File: config.mk
export PLATFORM = sky130hd
export DESIGN_NAME = bpl_link_assist
export DESIGN_NICKNAME = d
export VERILOG_FILES = /design/src/verilog/bpl_pkg.sv /design/src/verilog/bpl_link_assist.sv
export SDC_FILE = /design/constraint.sdc
export NUM_CORES = 1
export LEC_CHECK = 0
export ABC_AREA = 0
export BUFFER_PORTS_ARGS = -buffer_cell sky130_fd_sc_hd__buf_2
export CAP_MARGIN = 20
export CORE_ASPECT_RATIO = 0.5
export CORE_MARGIN = 2
export CORE_UTILIZATION = 35
export DETAILED_ROUTE_END_ITERATION = 7
export GPL_ROUTABILITY_DRIVEN = 1
export GPL_TIMING_DRIVEN = 1
export HOLD_SLACK_MARGIN = 0.02
export SLEW_MARGIN = 40
export SYNTH_ARGS = -nofsm -noshare
export SYNTH_HDL_FRONTEND = slang
export SYNTH_SLANG_ARGS = --single-unit
File: constraint.sdc
create_clock -name sys_clk -period 4.95 [get_ports sys_clk]
set_clock_uncertainty 0.05 [all_clocks]
set_input_delay 0.2475 -clock sys_clk [delete_from_list [all_inputs] [get_ports sys_clk]]
set_output_delay 0.2475 -clock sys_clk [all_outputs]
set_load 0.005 [all_outputs]
File: src/verilog/bpl_pkg.sv
// constants for the single-wire pwm link assist
package bpl_pkg;
  localparam int          SYS_CLK_HZ       = 25_000_000;
  localparam int          SYNC_TICK_HZ     = 5_000_000;
  localparam int          BREAK_TICK_HZ    = 131_000;
  localparam int          SYNC_DIV         = SYS_CLK_HZ / SYNC_TICK_HZ;
  localparam int          BREAK_DIV        = SYS_CLK_HZ / BREAK_TICK_HZ;
  localparam int          CTL_W            = 16;
  localparam int          CTL_START_IE_BIT = 3;
  localparam int          CTL_CMP_EN_BIT   = 5;
  localparam int          CTL_BSD_MODE_BIT = 6;
  localparam int          CTL_RISE_IRQ_BIT = 8;
  localparam int          STA_W            = 8;
  localparam int          STA_BREAK_BIT    = 0;
  localparam int          STA_START_BIT    = 1;
  localparam int          STA_CMP_BIT      = 3;
  localparam logic [15:0] CAP_RESET        = 16'h0000;
  localparam logic [15:0] CMP_RESET        = 16'h0000;
  localparam int          FRAME_PAUSE_W    = 3;
  localparam int          FRAME_ADDR_W     = 3;
  localparam int          FRAME_REG_W      = 4;
  localparam int          FRAME_DATA_W     = 8;
  localparam int          REG_WRITE_BIT    = 3;
  localparam logic        DIR_MASTER_REQ   = 1'b0;
  localparam logic        ACK_OK           = 1'b0;
  localparam int          SYNC_UNITS       = 1;
  localparam int          ZERO_UNITS       = 3;
  localparam int          ONE_UNITS        = 6;
endpackage
File: src/verilog/bpl_link_assist.sv
// hardware assist for the single-wire pwm link: timers, capture, compare
`timescale 1ns/1ns
module bpl_link_assist #(
  parameter int TMR_W = 16,
  parameter int BUF_W = 16
) (
  input  wire logic                  sys_clk,
  input  wire logic                  rst,
  input  wire logic                  line_in,
  input  wire logic [bpl_pkg::CTL_W-1:0] sync_control_reg,
  input  wire logic [TMR_W-1:0]      pulse_compare_reg,
  input  wire logic                  tx_low_req,
  input  wire logic                  sta_clr,
  input  wire logic                  pw_ready,
  output logic                       pw_valid,
  output logic [BUF_W-1:0]           pw_data,
  output logic [TMR_W-1:0]           sync_run_timer,
  output logic [TMR_W-1:0]           pulse_break_timer,
  output logic [TMR_W-1:0]           edge_capture_reg,
  output logic [bpl_pkg::STA_W-1:0]  sync_status_reg,
  output logic                       link_irq,
  output logic                       wake_irq,
  output logic                       line_out,
  output logic                       line_oe
);
  import bpl_pkg::*;

  initial begin
    if (TMR_W != 16 || BUF_W != TMR_W) begin
      $error("bpl_link_assist: timers and buffer must be 16 bits");
    end
    if (SYNC_DIV < 2 || SYNC_DIV > 256 || BREAK_DIV > 256) begin
      $error("bpl_link_assist: clock dividers must fit eight bits");
    end
  end

  typedef struct packed {
    logic              s1;
    logic              s2;
    logic              s3;
    logic [7:0]        sdiv;
    logic [7:0]        bdiv;
    logic [TMR_W-1:0]  run;
    logic [TMR_W-1:0]  brk;
    logic              brk_on;
    logic [TMR_W-1:0]  cap;
    logic [STA_W-1:0]  sta;
    logic              irq;
    logic              wake;
    logic              lo;
    logic              oe;
    logic [1:0]        cnt;
    logic              wp;
    logic [BUF_W-1:0]  b0;
    logic [BUF_W-1:0]  b1;
  } bpl_state_t;

  bpl_state_t st;
  bpl_state_t next_st;

  logic mode;
  logic fall;
  logic rise;
  logic stick;
  logic btick;
  logic push;
  logic pop;
  logic cmp_hit;

  always_comb begin
    mode    = sync_control_reg[CTL_BSD_MODE_BIT];
    fall    = st.s3 & ~st.s2;
    rise    = ~st.s3 & st.s2;
    stick   = st.sdiv == 8'(SYNC_DIV - 1);
    btick   = st.bdiv == 8'(BREAK_DIV - 1);
    // compare per 5 MHz count, so a match fires on its exact count
    // compare value is kept outside and read on every tick
    cmp_hit = mode & stick & sync_control_reg[CTL_CMP_EN_BIT]
            & (TMR_W'(st.run + 1'b1) == pulse_compare_reg);
    push    = mode & rise & st.brk_on
            & sync_control_reg[CTL_RISE_IRQ_BIT];
    pop     = pw_ready & (st.cnt != 2'd0);
    next_st = st;
    next_st.s1 = line_in;
    next_st.s2 = st.s1;
    next_st.s3 = st.s2;
    next_st.sdiv = stick ? 8'h00 : 8'(st.sdiv + 1'b1);
    next_st.bdiv = btick ? 8'h00 : 8'(st.bdiv + 1'b1);
    if (mode && stick) begin
      next_st.run = TMR_W'(st.run + 1'b1);
    end
    if (mode && fall) begin
      next_st.cap    = st.run;
      next_st.brk    = '0;
      next_st.brk_on = 1'b1;
    end else if (mode && rise) begin
      next_st.brk_on = 1'b0;
    end else if (st.brk_on && btick && ~&st.brk) begin
      next_st.brk = TMR_W'(st.brk + 1'b1);
    end
    // clear first so a same-cycle event wins
    if (sta_clr) begin
      next_st.sta = '0;
    end
    if (push) begin
      next_st.sta[STA_BREAK_BIT] = 1'b1;
    end
    if (cmp_hit) begin
      next_st.sta[STA_CMP_BIT] = 1'b1;
    end
    if (fall && sync_control_reg[CTL_START_IE_BIT]) begin
      next_st.sta[STA_START_BIT] = 1'b1;
    end
    next_st.irq  = push | cmp_hit;
    next_st.wake = fall & sync_control_reg[CTL_START_IE_BIT];
    // drive low from request until the compare match releases the line
    if (tx_low_req) begin
      next_st.lo = 1'b1;
    end else if (cmp_hit) begin
      next_st.lo = 1'b0;
    end
    next_st.oe = next_st.lo;
    // two-entry pulse-width buffer, word lost only when both full
    // software rebuilds frame fields from these widths
    if (pop) begin
      next_st.b0 = st.b1;
    end
    if (push && (st.cnt != 2'd2 || pop)) begin
      if (pop ? st.cnt == 2'd1 : st.cnt == 2'd0) begin
        next_st.b0 = st.brk;
      end else begin
        next_st.b1 = st.brk;
      end
    end
    next_st.cnt = 2'(st.cnt + (push && (st.cnt != 2'd2 || pop))
                - pop);
    next_st.wp = next_st.cnt != 2'd0;
  end

  always_ff @(posedge sys_clk or posedge rst) begin
    if (rst) begin
      st       <= '0;
      st.s1    <= 1'b1;
      st.s2    <= 1'b1;
      st.s3    <= 1'b1;
      st.cap   <= CAP_RESET;
    end else begin
      st <= next_st;
    end
  end

  always_comb begin
    pw_valid          = st.wp;
    pw_data           = st.b0;
    sync_run_timer    = st.run;
    pulse_break_timer = st.brk;
    edge_capture_reg  = st.cap;
    sync_status_reg   = st.sta;
    link_irq          = st.irq;
    wake_irq          = st.wake;
    line_out          = 1'b0;
    line_oe           = st.oe;
  end

  AST_CAPTURE: assert property (
    @(posedge sys_clk) disable iff (rst)
    (mode && fall) |=> edge_capture_reg == $past(st.run))
    else $error("capture missed the falling edge");

  AST_BREAK_CLR: assert property (
    @(posedge sys_clk) disable iff (rst)
    (mode && fall) |=> pulse_break_timer == '0 && st.brk_on)
    else $error("break timer not cleared on fall");

  AST_BREAK_STOP: assert property (
    @(posedge sys_clk) disable iff (rst)
    (mode && rise && !fall) |=> !st.brk_on ##1 $stable(pulse_break_timer))
    else $error("break timer kept running");

  AST_CMP_FLAG: assert property (
    @(posedge sys_clk) disable iff (rst)
    cmp_hit |=> sync_status_reg[STA_CMP_BIT] && link_irq)
    else $error("compare match not flagged");

  AST_CMP_EXACT: assert property (
    @(posedge sys_clk) disable iff (rst)
    cmp_hit |=> sync_run_timer == pulse_compare_reg)
    else $error("compare fired off its count");

  AST_RUN_STEP: assert property (
    @(posedge sys_clk) disable iff (rst)
    (mode && stick) |=> sync_run_timer == TMR_W'($past(st.run) + 1'b1))
    else $error("sync timer missed a tick");

  AST_RUN_HOLD: assert property (
    @(posedge sys_clk) disable iff (rst)
    !mode |=> $stable(sync_run_timer))
    else $error("sync timer ran outside link mode");

  AST_RISE_IRQ: assert property (
    @(posedge sys_clk) disable iff (rst)
    push |=> sync_status_reg[STA_BREAK_BIT] && pw_valid)
    else $error("rising edge interrupt missing");

  AST_WAKE: assert property (
    @(posedge sys_clk) disable iff (rst)
    (fall && sync_control_reg[CTL_START_IE_BIT]) |=> wake_irq)
    else $error("start condition did not wake");

  AST_RELEASE: assert property (
    @(posedge sys_clk) disable iff (rst)
    (cmp_hit && !tx_low_req) |=> !line_oe)
    else $error("line not released on compare");

  AST_TX_DRIVE: assert property (
    @(posedge sys_clk) disable iff (rst)
    tx_low_req |=> line_oe)
    else $error("line not driven on request");

  AST_OE_HOLD: assert property (
    @(posedge sys_clk) disable iff (rst)
    (line_oe && !cmp_hit) |=> line_oe)
    else $error("line released before compare");

  AST_OE_IDLE: assert property (
    @(posedge sys_clk) disable iff (rst)
    (!line_oe && !tx_low_req) |=> !line_oe)
    else $error("line driven without request");

  AST_WAKE_ONE: assert property (
    @(posedge sys_clk) disable iff (rst)
    wake_irq |=> !wake_irq)
    else $error("wake pulse longer than one cycle");

  AST_START_FLAG: assert property (
    @(posedge sys_clk) disable iff (rst)
    (fall && sync_control_reg[CTL_START_IE_BIT])
      |=> sync_status_reg[STA_START_BIT])
    else $error("start flag not set");

  AST_NO_WAKE: assert property (
    @(posedge sys_clk) disable iff (rst)
    !(fall && sync_control_reg[CTL_START_IE_BIT]) |=> !wake_irq)
    else $error("wake without enabled falling edge");

  AST_CAP_HOLD: assert property (
    @(posedge sys_clk) disable iff (rst)
    !(mode && fall) |=> $stable(edge_capture_reg))
    else $error("capture changed without an edge");

  AST_BRK_SAT: assert property (
    @(posedge sys_clk) disable iff (rst)
    (st.brk_on && &st.brk && !(mode && fall)) |=> &pulse_break_timer)
    else $error("break timer wrapped");

  AST_BRK_IDLE: assert property (
    @(posedge sys_clk) disable iff (rst)
    (!st.brk_on && !(mode && fall)) |=> $stable(pulse_break_timer))
    else $error("stopped break timer moved");

  AST_NO_IRQ: assert property (
    @(posedge sys_clk) disable iff (rst)
    (!push && !cmp_hit) |=> !link_irq)
    else $error("link interrupt without cause");

  AST_RUN_IDLE: assert property (
    @(posedge sys_clk) disable iff (rst)
    (mode && !stick) |=> $stable(sync_run_timer))
    else $error("sync timer moved between ticks");

  AST_CMP_OFF: assert property (
    @(posedge sys_clk) disable iff (rst)
    (!sync_control_reg[CTL_CMP_EN_BIT] && !push) |=> !link_irq)
    else $error("compare fired while disabled");

  AST_STA_STICKY: assert property (
    @(posedge sys_clk) disable iff (rst)
    !sta_clr |=> (sync_status_reg & $past(st.sta)) == $past(st.sta))
    else $error("status bit dropped without clear");

  AST_STA_CLR: assert property (
    @(posedge sys_clk) disable iff (rst)
    (sta_clr && !push && !cmp_hit
      && !(fall && sync_control_reg[CTL_START_IE_BIT]))
      |=> sync_status_reg == '0)
    else $error("status not cleared");

  AST_BUF_LIMIT: assert property (
    @(posedge sys_clk) disable iff (rst)
    st.cnt != 2'd3)
    else $error("buffer count out of range");

  AST_BUF_PUSH: assert property (
    @(posedge sys_clk) disable iff (rst)
    (push && st.cnt == 2'd0) |=> pw_valid && pw_data == $past(st.brk))
    else $error("pushed width not at buffer head");

  AST_BUF_POP: assert property (
    @(posedge sys_clk) disable iff (rst)
    (pop && st.cnt == 2'd2) |=> pw_valid && pw_data == $past(st.b1))
    else $error("buffer did not advance");

  AST_BUF_EMPTY: assert property (
    @(posedge sys_clk) disable iff (rst)
    (pop && st.cnt == 2'd1 && !push) |=> !pw_valid)
    else $error("buffer valid after last pop");

  AST_BUF_KEEP: assert property (
    @(posedge sys_clk) disable iff (rst)
    (!pop && st.cnt != 2'd0) |=> pw_valid && $stable(pw_data))
    else $error("buffer head changed while stalled");

  COV_TX: cover property (@(posedge sys_clk) tx_low_req ##[1:50] cmp_hit);
  COV_RX: cover property (@(posedge sys_clk) fall ##[1:900] push);
  COV_FULL: cover property (@(posedge sys_clk) st.cnt == 2'd2);
  COV_WAKE: cover property (@(posedge sys_clk) wake_irq);
  COV_POP_FULL: cover property (@(posedge sys_clk)
    pop && st.cnt == 2'd2);
endmodule

==> summary.md <==
| Metric | Value |
|---|---|
| Outcome | `finished clean` |
| Worst reg-to-reg path cell count | `6` |
| Initial Utilization | `35.7%` |
| Post-Synth XOR/XNOR Area | `8.55%` |
| Clk sinks | `109` |
| Worst-path cell chain | `nor2b_1 -> nand2_1 -> nand4_1 -> nand2_1 -> or3_1 -> a21oi_1` |
| Area contributors post-synth | `dfrtp_1 46%, buf_4 9.7%, nand2_1 5.3%` |
| # fillers | `1664` |
| Biggest register | `st` |
| DPL Wire Length | `8.40 mm` |
| DIE WIDTH | `186 um` |
| Final Hold Fails | `0` |
| CTS Buffer Depth | `2` |
| Fmax | `352 MHz` |
| I/O pin count | `115` |
| CP most frequent cell | `nand2_1` |
| IO Port Bufs | `96` |
| Slew @ Worst Pin | `774 ps` |
| Most crowded layer after global routing | `met2` |
| Clock latency on the worst-skew pair | `340 ps` |
| Max Transition Viols Final | `0` |
| Antenna violations before repair | `1` |
| Yosys top cell area share | `45.5%` |
| Synth unique cells | `50` |
| Crit end category | `flop` |
| CTS resizes | `0` |
| CP delay by family, top | `simple AND/OR/NAND/NOR gates` |
| Post-DP Area | `5980 um^2` |
| Core Area | `16300 um^2` |
| Largest net degree at the start of global routing | `71` |
| Critical path depth | `6` |
| Post-synth ARST share | `100%` |
| Maximum VDD drop | `0.173 mV` |
| Maxcap violations | `0` |
| Setup Total Neg Slack | `0 ps` |
| Synth Flop Type | `dfrtp_1` |
| Hold WC Path Type | `input port to flop` |
| Fin crit share | `57.3%` |
| Setup Crit Path Kind | `flop to flop` |
| CP Max Fanout | `20` |
| Placed cells | `829` |
| WHS Path Cells | `2` |
| WP data arrival | `3040 ps` |
| Compound-Gate Fraction of Synth Area | `6.12%` |
| Multiplexer share of the synthesized area | `6.04%` |
| Post-DRT Antenna Nets | `0` |
| Netlist area before placement | `5820 um^2` |
| DR DRC count | `0` |
| Critical path's largest stage delay | `650 ps` |
| H-tree depth | `3` |
| Vias per cell | `4.63` |
| Num CTS Buffers | `9` |
| Final Cell Area | `6290 um^2` |
| Final Non-Filler Cells | `848` |
| Worst Setup Start Kind | `flop` |
| GRT Total Usage | `13.8%` |
| Yosys warning count | `0` |
| Setup-failing EPs final | `0` |
| Relative slew margins | `48.3%` |
| GRT overflow | `0` |
| Max reg flops | `36` |
| Area share of fa/ha/maj cells after synthesis | `1.72%` |
| P&R area growth vs syn | `7.93%` |
| Main combinational cell family by area after synthesis | `simple AND/OR/NAND/NOR gates` |
| Die area | `17800 um^2` |
| Most common cell in the netlist | `dfrtp_1` |
| Synth area leader | `dfrtp_1` |
| Clock Pin Slew Worst Setup and Hold Paths | `70 ps` |
| Tmin final | `2840 ps` |
| Final net count | `661` |
| Pleak | `3.13 nW` |
| WL per Instance | `14.1 um` |
| Simple-gate share of the synthesized area | `18.1%` |
| Fin util | `38.5%` |
| Seq cells post-synth | `109` |
| Mapped Cells | `594` |
| Worst path bufs/invs | `0` |
| First-pass GRT wire length | `19.5 mm` |
| Iter 0 DRT Violations | `230` |
| Met1 Use GR | `18.5%` |
| Seq/Total Area, Yosys | `46.9%` |
| Chip Height | `95.2 um` |
| Clock root buffer | `clkbuf_16` |
| Vias in the first global route | `3806` |
| Initial DRT Pass Iterations | `4` |
| Synthesized area per cell | `9.81 um^2` |
| Slowest CP cell | `nand4_1` |
| Crit path required time | `5150 ps` |
| Commonest cells post-synth | `106 x dfrtp_1, 83 x nand2_1, 75 x buf_4` |
| GR Layer Usage met2 | `22.3%` |
| PwrDens | `327 nW/um^2` |
| Placer Congestion | `0.810` |
| Routed vias | `3924` |
| CTS tree | `yes` |
| Unrepaired setup endpoints after global routing | `no` |
| WL final | `11.9 mm` |
| Met3 Resource Use GR | `3.61%` |
| FP Rows | `33` |
| Number of synthesized flops with an enable pin | `0` |
| Layout cells sized above 1 | `23.7%` |
layer usage:
metal / vias to the layer above / routed length, um / share of wire (%)
met4: 0 / 98 / 0.82
met1: 1887 / 5890 / 49
li1: 1960 / - / -
met2: 69 / 5420 / 46
met3: 8 / 507 / 4.3
met5: - / 0 / 0
layout make-up:
type	count	area (um^2)	area share, %
clock buffer	11	243	3.86
inverter	16	65.1	1.04
clock inverter	5	36.3	0.577
tap	227	284	4.52
sequential	109	2730	43.5
antenna	1	2.50	0.0398
timing repair buffer	102	531	8.44
multi-input combinational	377	2390	38.1
layout by cell type, fill, tap and decap left out, drive strengths merged, types with 16 or more instances in the layout:
cell   Yosys  routed
nand2     83      83
dfrtp    106     106
xnor2     29      29
o21ai     32      32
mux2      17      17
nand3     25      25
xor2      27      27
mux2i     16      16
nor2      39      39
inv       16      16
buf       87     100
final timing paths:
| kind | start | end | slack [ps] |
|---|---|---|---|
| hold / removal | tx_low_req | line_oe | 40 |
| setup / recovery | st[112] | pulse_break_timer[14] | 2110 |
| max in group asynchronous | rst | pulse_break_timer[11] | 3330 |
| min in group asynchronous | rst | line_oe | 500 |
| hold reg to reg | next_st[113] | next_st[112] | 310 |
| setup reg to reg | st[112] | pulse_break_timer[14] | 2110 |
where the power goes:
| group | internal [mW] | switching (mW) | total (mW) |
|---|---|---|---|
| logic | 0.159 | 0.170 | 0.329 |
| clock network | 0.355 | 0.311 | 0.667 |
| registers | 0.962 | 0.0997 | 1.06 |
through the flow:
step | hold slack (ps) | power (mW) | worst slack (ps)
final | 37.9 | 2.06 | 2110
after global routing | 45.4 | 2.19 | 1790
after CTS | 22.6 | 2.10 | 2090
after detailed placement | 297 | 1.42 | 2110
after global placement | 297 | 1.41 | 2150
after floorplan | 202 | 1.34 | 1780
what timing repair did:
action	CTS	global route
setup endpoints to repair	0	0
endpoints found under the hold margin	67	0
setup buffers	0	0
hold buffers	2	0
cells by family after synthesis:
family,after synthesis
and+or+nand+nor,214
buffers and inverters,113
muxes,33
adders and majority gates,8
other,1
DFF,109
xor gates and xnor gates,56
AOI/OAI and AO/OA,60
Power figures use the tool's default switching activity.
